--- config.mk ---
export PLATFORM = sky130hd
export DESIGN_NAME = fpc_pipe_ctrl
export DESIGN_NICKNAME = d
export VERILOG_FILES = /design/src/hdl/fpc_pkg.sv /design/src/hdl/fpc_pipe_ctrl.sv
export SDC_FILE = /design/constraint.sdc
export NUM_CORES = 2
export LEC_CHECK = 0
export ABC_AREA = 1
export BUFFER_PORTS_ARGS = -buffer_cell sky130_fd_sc_hd__clkbuf_2
export CAP_MARGIN = 5
export CORE_AREA = 3 3 476 478
export CTS_CLUSTER_SIZE = 14
export DETAILED_ROUTE_END_ITERATION = 8
export DIE_AREA = 0 0 479 481
export HOLD_SLACK_MARGIN = 0.12
export PLACE_DENSITY = 0.47
export REMOVE_ABC_BUFFERS = 1
export SYNTH_ARGS = -nofsm -noshare
export SYNTH_HDL_FRONTEND = slang
export SYNTH_SLANG_ARGS = --single-unit
export TNS_END_PERCENT = 50
--- constraint.sdc ---
create_clock -name i_sys_clk -period 79.8 [get_ports i_sys_clk]
set_clock_uncertainty 0.2 [all_clocks]
set_input_delay 11.97 -clock i_sys_clk [delete_from_list [all_inputs] [get_ports i_sys_clk]]
set_output_delay 11.97 -clock i_sys_clk [all_outputs]
set_load 0.005 [all_outputs]
--- src/hdl/fpc_pkg.sv ---
// Constants and types for the floating-point accelerator pipeline-mode control block
// Contract
// - Accept next operation into holding registers while previous sits in stage one
// - At start copy only holding registers written for that operation
// - Once next operation is specified, stall output reads until it starts; the code does not stall them while halted
// - Save-state request is refused while pipeline mode is selected
// - In flow-through mode save-state returns operand and instruction registers only
// - Unmasked exception makes result, flag and status reads return fault
// - Read issued with start qualifier suppresses the read-time fault
// - Halt on fault only while the halt enable mode bit is high
// - Halt drops coprocessor-available when faulting result leaves last stage
// - While halted, operand and instruction writes fault and change nothing
// - Halt keeps working registers and any pending operation untouched
// - Clearing summary and causing exception bits resumes and starts pending work
// - Invalid result updates neither status, register file nor precision
// - Flow-through to pipeline mode switch invalidates all pipeline contents
// - Multiply-accumulate after other operation inserts one invalid spurious result; here only while the middle stage is empty
// - Status write with qualifier invalidates pipeline; never in flow-through mode
// - Stages take settings from the live mode register
// - Register-file write bit stores result at destination select location
// - Result written to register file is not usable by next operation; in flow-through mode the code lets the next operation read it
// - Pipeline mode timing uses only the stage cycle count field
// - Three stages for multiply-accumulate, two for all other operations; others take three here once the middle stage holds a valid entry
// - Pipeline advances only when a new operation starts
// - Stage cycle count gives cycles per stage, legal from 2 to 15
package fpc_pkg;
  localparam int unsigned ADDR_W = 8;
  localparam logic [7:0] A_MODE = 8'h00;
  localparam logic [7:0] A_STATUS = 8'h04;
  localparam logic [7:0] A_MASK = 8'h08;
  localparam logic [7:0] A_PREC = 8'h0C;
  localparam logic [7:0] A_OPR_R = 8'h10;
  localparam logic [7:0] A_OPR_S = 8'h14;
  localparam logic [7:0] A_INSTR = 8'h18;
  localparam logic [7:0] A_RES_HI = 8'h1C;
  localparam logic [7:0] A_RES_LO = 8'h20;
  localparam logic [7:0] A_FLAGS = 8'h24;
  localparam logic [7:0] A_SAVE_R = 8'h28;
  localparam logic [7:0] A_SAVE_S = 8'h2C;
  localparam logic [7:0] A_SAVE_I = 8'h30;
  // Mode register fields
  localparam int unsigned MODE_PL_BIT = 0;
  localparam int unsigned MODE_HALT_BIT = 1;
  localparam int unsigned CNT_W = 4;
  localparam int unsigned STAGE_LSB = 4;
  localparam int unsigned MACFT_LSB = 8;
  localparam int unsigned MOVEFT_LSB = 12;
  localparam logic [3:0] STAGE_MIN = 4'h2;
  localparam logic [3:0] CNT_ONE = 4'h1;
  localparam logic [3:0] CNT_MAX = 4'hF;
  localparam logic [31:0] MODE_RST = 32'h0000_0000;
  // Instruction fields
  localparam int unsigned OPC_LSB = 0;
  localparam int unsigned OPC_W = 2;
  localparam int unsigned RFEN_BIT = 4;
  localparam int unsigned DST_LSB = 5;
  localparam int unsigned SEL_W = 3;
  localparam int unsigned SRCRF_BIT = 8;
  localparam int unsigned SRC_LSB = 9;
  localparam logic [1:0] OPC_ADD = 2'h0;
  localparam logic [1:0] OPC_MAC = 2'h1;
  localparam logic [1:0] OPC_SUB = 2'h2;
  localparam logic [1:0] OPC_BAD = 2'h3;
  // Status and flags
  localparam int unsigned EXC_W = 2;
  localparam int unsigned EXC_OVF = 0;
  localparam int unsigned EXC_BADOP = 1;
  localparam int unsigned STAT_ES_BIT = 7;
  localparam int unsigned FLG_W = 2;
  localparam int unsigned FLG_ZERO = 0;
  localparam int unsigned FLG_NEG = 1;
  localparam int unsigned RF_DEPTH = 8;
  typedef struct packed {
    logic vld;
    logic mac;
    logic [63:0] res;
    logic [EXC_W-1:0] exc;
    logic [FLG_W-1:0] flg;
    logic rfen;
    logic [SEL_W-1:0] dst;
  } fpc_stage_t;
endpackage

--- src/hdl/fpc_pipe_ctrl.sv ---
// Pipeline-mode control of the accelerator: holding registers, pipeline, fault halt, APB registers
`timescale 1ns/1ps
`default_nettype none
module fpc_pipe_ctrl (
  // Clock and reset
  input wire logic i_sys_clk,
  input wire logic i_rst,
  // APB slave
  input wire logic i_psel,
  input wire logic i_penable,
  input wire logic i_pwrite,
  input wire logic [7:0] i_paddr,
  input wire logic [31:0] i_pwdata,
  output logic [31:0] o_prdata,
  output logic o_pready,
  output logic o_pslverr,
  // Host transaction side signals
  input wire logic i_op_start_qualifier,
  output logic o_coproc_available
);
  localparam fpc_pkg::fpc_stage_t STAGE_NONE = '0;

  logic [31:0] mode_q;
  logic [fpc_pkg::EXC_W-1:0] exc_q;
  logic es_q;
  logic [fpc_pkg::EXC_W-1:0] mask_q;
  logic [31:0] prec_q;
  logic [31:0] r_tmp_q, s_tmp_q, i_tmp_q;
  logic r_w_q, s_w_q, i_w_q, pending_q;
  logic [31:0] r_q, s_q, i_q;
  logic [63:0] f_q;
  logic [fpc_pkg::FLG_W-1:0] flg_q;
  logic [31:0] rf_q [fpc_pkg::RF_DEPTH];
  fpc_pkg::fpc_stage_t s1_q, s2_q, s3_q, nst, out;
  logic [3:0] cyc_q, len, len_raw;
  logic halted_q;

  logic pl, hen, access, stall, done, err, wr_ok, start, timer_ok;
  logic is_out_rd, is_opw, is_save, mapped, unmasked, out_fault, inval;
  logic [31:0] new_r, new_s, new_i, opnd_s, rdata;
  logic [1:0] opc;

  assign pl = mode_q[fpc_pkg::MODE_PL_BIT];
  assign hen = mode_q[fpc_pkg::MODE_HALT_BIT];
  assign access = i_psel && i_penable;
  assign unmasked = |(exc_q & ~mask_q);

  always_comb begin
    is_out_rd = (i_paddr == fpc_pkg::A_RES_HI) || (i_paddr == fpc_pkg::A_RES_LO) ||
                (i_paddr == fpc_pkg::A_FLAGS) || (i_paddr == fpc_pkg::A_STATUS);
    is_opw = (i_paddr == fpc_pkg::A_OPR_R) || (i_paddr == fpc_pkg::A_OPR_S) ||
             (i_paddr == fpc_pkg::A_INSTR);
    is_save = (i_paddr == fpc_pkg::A_SAVE_R) || (i_paddr == fpc_pkg::A_SAVE_S) ||
              (i_paddr == fpc_pkg::A_SAVE_I);
    mapped = is_out_rd || is_opw || is_save || (i_paddr == fpc_pkg::A_MODE) ||
             (i_paddr == fpc_pkg::A_MASK) || (i_paddr == fpc_pkg::A_PREC);
  end

  // A halted device never starts, so stalling there would lock the host out
  assign stall = access && pending_q && !halted_q &&
                 ((!i_pwrite && is_out_rd) || (i_pwrite && is_opw));
  assign o_pready = !stall;
  assign done = access && !stall;

  always_comb begin
    err = 1'b0;
    if (!mapped) begin
      err = 1'b1;
    end else if (is_save && pl) begin
      err = 1'b1;
    end else if (is_save && i_pwrite) begin
      err = 1'b1;
    end else if (!i_pwrite && is_out_rd && unmasked && !i_op_start_qualifier) begin
      err = 1'b1;
    end else if (i_pwrite && is_opw && halted_q) begin
      err = 1'b1;
    end else if (!i_pwrite && is_opw) begin
      err = 1'b1;
    end
  end
  assign o_pslverr = access && err;
  assign wr_ok = done && i_pwrite && !err;

  always_comb begin
    rdata = 32'h0000_0000;
    case (i_paddr)
      fpc_pkg::A_MODE: begin
        rdata = mode_q;
      end
      fpc_pkg::A_STATUS: begin
        rdata[fpc_pkg::EXC_W-1:0] = exc_q;
        rdata[fpc_pkg::STAT_ES_BIT] = es_q;
      end
      fpc_pkg::A_MASK: begin
        rdata[fpc_pkg::EXC_W-1:0] = mask_q;
      end
      fpc_pkg::A_PREC: begin
        rdata = prec_q;
      end
      fpc_pkg::A_RES_HI: begin
        rdata = f_q[63:32];
      end
      fpc_pkg::A_RES_LO: begin
        rdata = f_q[31:0];
      end
      fpc_pkg::A_FLAGS: begin
        rdata[fpc_pkg::FLG_W-1:0] = flg_q;
      end
      fpc_pkg::A_SAVE_R: begin
        rdata = r_q;
      end
      fpc_pkg::A_SAVE_S: begin
        rdata = s_q;
      end
      fpc_pkg::A_SAVE_I: begin
        rdata = i_q;
      end
      default: begin
        rdata = 32'h0000_0000;
      end
    endcase
  end
  assign o_prdata = (access && !i_pwrite && !err) ? rdata : 32'h0000_0000;

  // Operands of the starting operation; unwritten holding registers fall back to working ones
  assign new_r = r_w_q ? r_tmp_q : r_q;
  assign new_s = s_w_q ? s_tmp_q : s_q;
  assign new_i = i_w_q ? i_tmp_q : i_q;
  assign opc = new_i[fpc_pkg::OPC_LSB +: fpc_pkg::OPC_W];
  // Register file is read at start, before any result of this operation exists
  assign opnd_s = new_i[fpc_pkg::SRCRF_BIT] ? rf_q[new_i[fpc_pkg::SRC_LSB +: fpc_pkg::SEL_W]] : new_s;

  always_comb begin
    nst = STAGE_NONE;
    nst.vld = 1'b1;
    nst.mac = (opc == fpc_pkg::OPC_MAC);
    case (opc)
      fpc_pkg::OPC_ADD: begin
        nst.res = {32'h0000_0000, new_r} + {32'h0000_0000, opnd_s};
      end
      fpc_pkg::OPC_SUB: begin
        nst.res = {32'h0000_0000, new_r} - {32'h0000_0000, opnd_s};
      end
      fpc_pkg::OPC_MAC: begin
        nst.res = ({32'h0000_0000, new_r} * {32'h0000_0000, opnd_s}) +
                  {32'h0000_0000, rf_q[new_i[fpc_pkg::DST_LSB +: fpc_pkg::SEL_W]]};
      end
      default: begin
        nst.res = 64'h0000_0000_0000_0000;
      end
    endcase
    nst.exc[fpc_pkg::EXC_OVF] = |nst.res[63:32];
    nst.exc[fpc_pkg::EXC_BADOP] = (opc == fpc_pkg::OPC_BAD);
    nst.flg[fpc_pkg::FLG_ZERO] = (nst.res[31:0] == 32'h0000_0000);
    nst.flg[fpc_pkg::FLG_NEG] = nst.res[31];
    nst.rfen = new_i[fpc_pkg::RFEN_BIT];
    nst.dst = new_i[fpc_pkg::DST_LSB +: fpc_pkg::SEL_W];
  end

  // Stage timing; values below the legal floor are run as the floor
  always_comb begin
    if (pl) begin
      len_raw = mode_q[fpc_pkg::STAGE_LSB +: fpc_pkg::CNT_W];
    end else if (nst.mac) begin
      len_raw = mode_q[fpc_pkg::MACFT_LSB +: fpc_pkg::CNT_W];
    end else begin
      len_raw = mode_q[fpc_pkg::MOVEFT_LSB +: fpc_pkg::CNT_W];
    end
    len = (len_raw < fpc_pkg::STAGE_MIN) ? fpc_pkg::STAGE_MIN : len_raw;
  end
  assign timer_ok = cyc_q >= 4'(len - fpc_pkg::CNT_ONE);
  assign start = pending_q && timer_ok && !halted_q;
  // Flow-through hands the new result straight out; pipeline pushes the last stage out
  assign out = pl ? s3_q : nst;
  assign out_fault = out.vld && |(out.exc & ~mask_q);

  always_ff @(posedge i_sys_clk or posedge i_rst) begin
    if (i_rst) begin
      cyc_q <= fpc_pkg::CNT_MAX;
    end else if (start) begin
      cyc_q <= 4'h0;
    end else if (cyc_q != fpc_pkg::CNT_MAX) begin
      cyc_q <= cyc_q + 4'h1;
    end
  end

  // Holding registers; only the start qualifier marks an operation fully specified
  always_ff @(posedge i_sys_clk or posedge i_rst) begin
    if (i_rst) begin
      r_tmp_q <= 32'h0000_0000;
      s_tmp_q <= 32'h0000_0000;
      i_tmp_q <= 32'h0000_0000;
      r_w_q <= 1'b0;
      s_w_q <= 1'b0;
      i_w_q <= 1'b0;
      pending_q <= 1'b0;
    end else if (start) begin
      r_w_q <= 1'b0;
      s_w_q <= 1'b0;
      i_w_q <= 1'b0;
      pending_q <= 1'b0;
    end else if (wr_ok && is_opw) begin
      if (i_paddr == fpc_pkg::A_OPR_R) begin
        r_tmp_q <= i_pwdata;
        r_w_q <= 1'b1;
      end else if (i_paddr == fpc_pkg::A_OPR_S) begin
        s_tmp_q <= i_pwdata;
        s_w_q <= 1'b1;
      end else begin
        i_tmp_q <= i_pwdata;
        i_w_q <= 1'b1;
      end
      if (i_op_start_qualifier) begin
        pending_q <= 1'b1;
      end
    end
  end

  // Working registers change only at a start
  always_ff @(posedge i_sys_clk or posedge i_rst) begin
    if (i_rst) begin
      r_q <= 32'h0000_0000;
      s_q <= 32'h0000_0000;
      i_q <= 32'h0000_0000;
    end else if (start) begin
      r_q <= new_r;
      s_q <= new_s;
      i_q <= new_i;
    end
  end

  // Invalidation outranks a start in the same cycle: the host is expected to read first
  assign inval = pl && wr_ok && (i_paddr == fpc_pkg::A_STATUS) && i_op_start_qualifier;

  always_ff @(posedge i_sys_clk or posedge i_rst) begin
    if (i_rst) begin
      s1_q <= STAGE_NONE;
      s2_q <= STAGE_NONE;
      s3_q <= STAGE_NONE;
    end else if (inval || (wr_ok && (i_paddr == fpc_pkg::A_MODE) &&
                           !pl && i_pwdata[fpc_pkg::MODE_PL_BIT])) begin
      s1_q.vld <= 1'b0;
      s2_q.vld <= 1'b0;
      s3_q.vld <= 1'b0;
    end else if (start && pl) begin
      s1_q <= nst;
      // Non-MAC work skips the middle stage only while it is empty; a MAC after it leaves a bubble behind
      s2_q <= (s1_q.mac || s2_q.vld) ? s1_q : STAGE_NONE;
      s3_q <= s2_q.vld ? s2_q : ((s1_q.vld && !s1_q.mac) ? s1_q : STAGE_NONE);
    end
  end

  // Output registers load even for invalid results; only status, halt and file are guarded
  always_ff @(posedge i_sys_clk or posedge i_rst) begin
    if (i_rst) begin
      f_q <= 64'h0000_0000_0000_0000;
      flg_q <= '0;
    end else if (start) begin
      f_q <= out.res;
      flg_q <= out.flg;
    end
  end

  always_ff @(posedge i_sys_clk or posedge i_rst) begin
    if (i_rst) begin
      for (int k = 0; k < fpc_pkg::RF_DEPTH; k++) begin
        rf_q[k] <= 32'h0000_0000;
      end
    end else if (start && out.vld && out.rfen) begin
      rf_q[out.dst] <= out.res[31:0];
    end
  end

  // Status: a hardware set wins over a host write in the same cycle
  always_ff @(posedge i_sys_clk or posedge i_rst) begin
    if (i_rst) begin
      exc_q <= '0;
      es_q <= 1'b0;
    end else begin
      if (wr_ok && (i_paddr == fpc_pkg::A_STATUS)) begin
        exc_q <= i_pwdata[fpc_pkg::EXC_W-1:0] | ((start && out.vld) ? out.exc : '0);
        es_q <= i_pwdata[fpc_pkg::STAT_ES_BIT] | (start && out_fault);
      end else if (start && out.vld) begin
        exc_q <= exc_q | out.exc;
        es_q <= es_q | out_fault;
      end
    end
  end

  always_ff @(posedge i_sys_clk or posedge i_rst) begin
    if (i_rst) begin
      halted_q <= 1'b0;
    end else if (start && hen && out_fault) begin
      halted_q <= 1'b1;
    end else if (halted_q && !es_q && !unmasked) begin
      halted_q <= 1'b0;
    end
  end
  assign o_coproc_available = !halted_q;

  // Precision is host-owned; results never write it
  always_ff @(posedge i_sys_clk or posedge i_rst) begin
    if (i_rst) begin
      mode_q <= fpc_pkg::MODE_RST;
      mask_q <= '0;
      prec_q <= 32'h0000_0000;
    end else if (wr_ok) begin
      if (i_paddr == fpc_pkg::A_MODE) begin
        mode_q <= i_pwdata;
      end
      if (i_paddr == fpc_pkg::A_MASK) begin
        mask_q <= i_pwdata[fpc_pkg::EXC_W-1:0];
      end
      if (i_paddr == fpc_pkg::A_PREC) begin
        prec_q <= i_pwdata;
      end
    end
  end
endmodule
`default_nettype wire

### Word-level counts from Yosys, hierarchy flattened

Cells that the tools add are included.

| storage, ports and cells | value |
|---|---|
| output and inout bits | 35 |
| word-level logic and storage cells | 243 |
| bits of input ports | 46 |
| register bits after elaboration | 814 |

| operators by class | value |
|---|---|
| $lt $le $gt $ge | 6 |
| reduce and logical (&&, ||, !) cells | 89 |
| muxes and demuxes | 61 |
| $add $sub $neg | 5 |
| multiply operators | 1 |
| eq/ne operators | 18 |
| bitwise logic cells | 14 |

Operators by type and width:

| cell | number |
|---|---|
| $mux W74 | 7 |
| $mux W32 | 9 |
| $bwmux W256 | 1 |
| $bmux W32 S3 | 2 |
| $pmux W64 S3 | 1 |
| $pmux W24 S7 | 1 |
| $demux W32 S3 | 1 |
| $add A64 B32 Y64 | 1 |
| $mul A32 B32 Y64 | 1 |
| $eq A8 B6 Y1 const B | 5 |
| $logic_and A1 B1 Y1 | 39 |
| $pmux W5 S7 | 1 |
| $add A32 B32 Y33 | 1 |
| $sub A32 B32 Y33 | 1 |
| $eq A8 B5 Y1 const B | 4 |
| $logic_not A32 Y1 | 1 |
| $reduce_or A32 Y1 | 1 |
| $mux W1 | 27 |
| $mux W4 | 5 |
| $pmux W2 S10 | 1 |
| $eq A8 B4 Y1 const B | 2 |
| $reduce_bool A2 Y1 | 8 |
| $logic_or A1 B1 Y1 | 15 |
| $reduce_and A2 Y1 | 7 |
| other kinds (26) | 52 |

### Logic depth before layout (Yosys ltp)

| logic depth | value |
|---|---|
| depth in word-level cells | 19 |
| mapped depth | 54 |
| mapped depth without buffers | 51 |

### Worst setup path before layout

No wires, ideal clock.

| timing | value |
|---|---|
| path type | input to output |
| start point | input port i_paddr[7] |
| end point | output port o_prdata[25] |
| slack | 54,083 ps |
| required time | 67,630 ps |
| arrival | 13,547 ps |
| stages | 12 |
| buffers on the path | 2 |
| cells stage by stage | nor2_2 -> inv_2 -> nor2_1 -> inv_2 -> nor2_4 -> inv_2 -> nor2_2 -> clkbuf_1 -> clkbuf_1 -> a32o_1 -> a221oi_1 -> a21oi_1 |

| on the way | value |
|---|---|
| cells in the longest elaborated chain, start to end | 14 |

RTL lines:

| element | line | RTL |
|---|---|---|
| from (decl) | fpc_pipe_ctrl.sv:12 | `input wire logic [7:0] i_paddr,` |
| $eq A8 B5 Y1 or $eq A8 B6 Y1 (tied branches) | fpc_pipe_ctrl.sv:49, fpc_pipe_ctrl.sv:86 |  |
| $logic_or A1 B1 Y1 (2 in series) | fpc_pipe_ctrl.sv:49 | `is_out_rd = (i_paddr == fpc_pkg::A_RES_HI) \|\| (i_paddr == fpc_pkg::A_RES_LO) \|\|` |
| $logic_or A1 B1 Y1 | fpc_pipe_ctrl.sv:50 | `(i_paddr == fpc_pkg::A_FLAGS) \|\| (i_paddr == fpc_pkg::A_STATUS);` |
| $logic_and A1 B1 Y1 (3 in series) | fpc_pipe_ctrl.sv:73 | `end else if (!i_pwrite && is_out_rd && unmasked && !i_op_start_qualifier) begin` |
| $mux W1 | fpc_pipe_ctrl.sv:73 |  |
| $mux W1 | fpc_pipe_ctrl.sv:71 | `end else if (is_save && i_pwrite) begin` |
| $mux W1 | fpc_pipe_ctrl.sv:69 | `end else if (is_save && pl) begin` |
| $mux W1 | fpc_pipe_ctrl.sv:67 | `if (!mapped) begin` |
| $logic_not A1 Y1 | fpc_pipe_ctrl.sv:123 | `assign o_prdata = (access && !i_pwrite && !err) ? rdata : 32'h0000_0000;` |
| $logic_and A1 B1 Y1 | fpc_pipe_ctrl.sv:123 |  |
| $mux W32 * | fpc_pipe_ctrl.sv:123 |  |
| to (decl) | fpc_pipe_ctrl.sv:14 | `output logic [31:0] o_prdata,` |

Every way passes the cells marked *; elsewhere a longest branch is shown, timed or not.

### Worst setup path in the final report

| timing | value |
|---|---|
| start point | input port i_paddr[7] |
| end point | output port o_prdata[31] |

The elaborated chain is that of the path after synthesis.

==> results.py <==
metrics = {
    "pwr": {
        "powerDensity_mw_per_mm2": 19.06,
        "p_leak_nw": 40.99,
        "max-vdd-ir-drop_uv": 20.11,
    },
    "place": {
        "gp_congestion": 0.9809,
        "port_buffers": 80,
        "placedCellCount": 12730,
        "place_hpwl_um": 252100,
        "dpl-instance-area_mm2": 0.08130,
    },
    "clocking": {
        "clock-root-buffer": "clkbuf_16",
        "post_cts_buffers": 0,
        "clock_path_buffers": 3,
        "cts_num_sinks": 808,
        "post_cts_resized": 0,
        "numCtsBuffers": 93,
        "clk_transition_reported_paths_ns": 0.06,
        "cts_max_level": 3,
        "hold_buffers": 0,
        "cts_tree": "done",
        "clk_latency_ns": 0.73,
    },
    "logic_synthesis": {
        "post-synth-top-count-cell": "nand2_1",
        "async_flop_share_pct": 100.0,
        "synth_edf_count": 0,
        "synthTopCellsByArea": "dfrtp_1 (26%), fa_1 (24%), nand2_1 (12%)",
        "yosysTopAreaCell": "dfrtp_1",
        "ys_ff_latch": 808,
        "postSynthAreaPerCell_um2": 7.769,
        "synth_ff_type": "dfrtp_1",
        "yosysTopAreaCellShare_pct": 25.88,
        "syn-cell-area_mm2": 0.07774,
        "ys.warnings.count": 0,
        "seq_area_frac_synth_pct": 26.02,
        "syn-instance-count": 10010,
        "synth.distinct_cells": 64,
        "synthTopCellsByCount": "nand2_1 (2,502), inv_1 (1,763), fa_1 (929)",
    },
    "floorplanning": {
        "placement_rows": 173,
        "initial_core_util_pct": 34.97,
        "io_pins": 81,
        "core-area_mm2": 0.2223,
        "fp.dieH_um": 481,
        "die_w_um": 479,
        "fp.dieArea_mm2": 0.2304,
    },
    "timing": {
        "tns_ns": 0,
        "period_minus_slack_ns": 27.34,
        "rsz0062_at_grt": "no",
        "slew_headroom_pct": 5.264,
        "slew_violations": 0,
        "finalCritPeriodShare_pct": 34.26,
        "max_freq_mhz": 36.58,
        "hold_viol_final": 0,
        "tightestPinTransition_ns": 1.412,
        "finalSetupViolations": 0,
    },
    "worst_setup_path": {
        "required_ns": 67.63,
        "arrival_ns": 15.17,
        "critPathCaptureType": "primary output",
        "critPathMaxFanout": 29,
        "start_kind": "primary input",
        "worstSetupPathType": "primary input to primary output",
    },
    "global_routing": {
        "antenna_found_initial": 13,
        "grt_pass1_vias": 68250,
        "grt_pass1_wl_um": 480400,
        "gr-total-overflow": 0,
        "grt_start_max_net_pins": 170,
        "grtUsageTotal_pct": 28.37,
    },
    "routing": {
        "antenna_left": 0,
        "drc_errors": 0,
        "vias": 68150,
        "firstDrtPassIters": 6,
        "drtIter0Drc": 6900,
        "viasPerCell": 5.281,
        "wl_per_cell_um": 25.41,
        "routed_wl_um": 328000,
    },
    "layout": {
        "nets": 11160,
        "fillCellCount": 23260,
        "ff_latch_area_mm2": 0.02023,
        "multiInputGateArea_mm2": 0.04874,
        "design_area_mm2": 0.08466,
        "final_core_util_pct": 38.08,
        "drive_above_1_share_pct": 6.386,
        "fin_cells": 12910,
        "area.growth.synth_to_final_pct": 8.899,
    },
    "status": {
        "status": "completed",
    },
    "hold_path": {
        "hold_class": "flop to flop",
    },
    "flow_run": {
        "drv_cap": 0,
    },
}
## state kept, by name, summed over array words and instances (netlist names), 2 cells and up
register  count
cyc_q         4
r_q          32
r_tmp_q      32
s_q          32
s2_q         72
i_tmp_q      32
exc_q         2
i_q          32
s_tmp_q      32
prec_q       32
f_q          64
mode_q       32
mask_q        2
rf_q        256
s3_q         72
s1_q         73
## area by class of cell
class | count | area share [%]
Timing Repair Buffer | 261 | 2.108
Multi-Input combinational cell | 6874 | 57.58
Sequential cell | 808 | 23.90
Clock inverter | 44 | 0.7390
Clock buffer | 129 | 3.219
Inverter | 1812 | 8.061
Antenna cell | 2 | 0.005912
Tap cell | 2975 | 4.397
## layout by cell type (no fill, tap or decap), types with 24 or more instances in the layout
cell type,count
a21oi_1,314
a221oi_1,67
a31oi_1,41
a32o_1,43
buf_4,179
clkbuf_16,95
clkbuf_2,80
dfrtp_1,800
fa_1,929
ha_1,337
inv_1,1752
inv_2,37
mux2i_1,34
nand2_1,2500
nand3_1,396
nand4_1,28
nor2_1,841
nor3_1,24
o211ai_1,43
o21ai_0,743
o21ai_1,160
o21ai_2,29
o221ai_1,30
o22ai_1,70
o32ai_1,29
or2_2,52
## critical path, stage by stage
cell and delay [ns]:
clkbuf_2 0.09, nor2_2 0.16, inv_2 0.04, nor2_1 0.12, inv_2 0.08, nor2_4 0.56
inv_2 0.06, nor2_2 0.09, buf_4 0.33, inv_2 0.17, nand3_2 0.10, nor4_1 0.06
nor3_2 0.24, nand3_1 0.26, buf_4 0.33, a41oi_1 0.29, clkbuf_2 0.17
## through the flow
stage	hold slack [ns]	setup WS, ns	total power, mW
after CTS	0.2805	52.48	1.618
final	0.2761	52.46	1.613
after detailed placement	0.2654	52.49	1.144
after floorplan	0.2455	44.94	0.8260
after global routing	0.3011	52.27	1.693
after global placement	0.2589	52.44	1.144
## logic make-up (layout without fill, tap and decap cells)
family          count (synthesis)  count (layout)  synth area share (%)
compound gates               1612            1612                 11.76
other cells                     0               2                     0
mux                            75              75                 1.006
xor+xnor                       10              10                0.1127
fa+ha+maj                    1266            1266                 29.35
buf+inv                      2324            2246                 11.60
simple gates                 3911            3911                 20.15
flops                         808             808                 26.02
## per-layer routing
layer	global-route usage, %	routed length (um)	vias up
met2	43.69	143400	2591
li1	-	-	30660
met3	4.578	25450	393
met5	0	20	-
met1	40.64	147100	34510
met4	9.228	12010	2
## power by group
part | leakage [nW] | switching, mW | internal, mW
Sequential | 11.1 | 0.0300 | 0.456
Combinational | 28.2 | 0.500 | 0.162
Clock | 1.64 | 0.192 | 0.274
## path summary, 6_finish.rpt
| path | end | depth (start not counted) | slack, ns | start |
|---|---|---|---|---|
| min in group asynchronous | i_q[6] | 2 | 11.16 | i_rst |
| worst max register to register | es_q | 43 | 66.35 | i_w_q |
| worst max-delay path | o_prdata[31] | 17 | 52.46 | i_paddr[7] |
| worst min-delay path | r_tmp_q[29] | 2 | 0.28 | r_tmp_q[29] |
| worst min register to register | r_tmp_q[29] | 2 | 0.28 | r_tmp_q[29] |
| max in group asynchronous | r_q[22] | 6 | 64.28 | i_rst |
(Power assumes the default switching activity.)
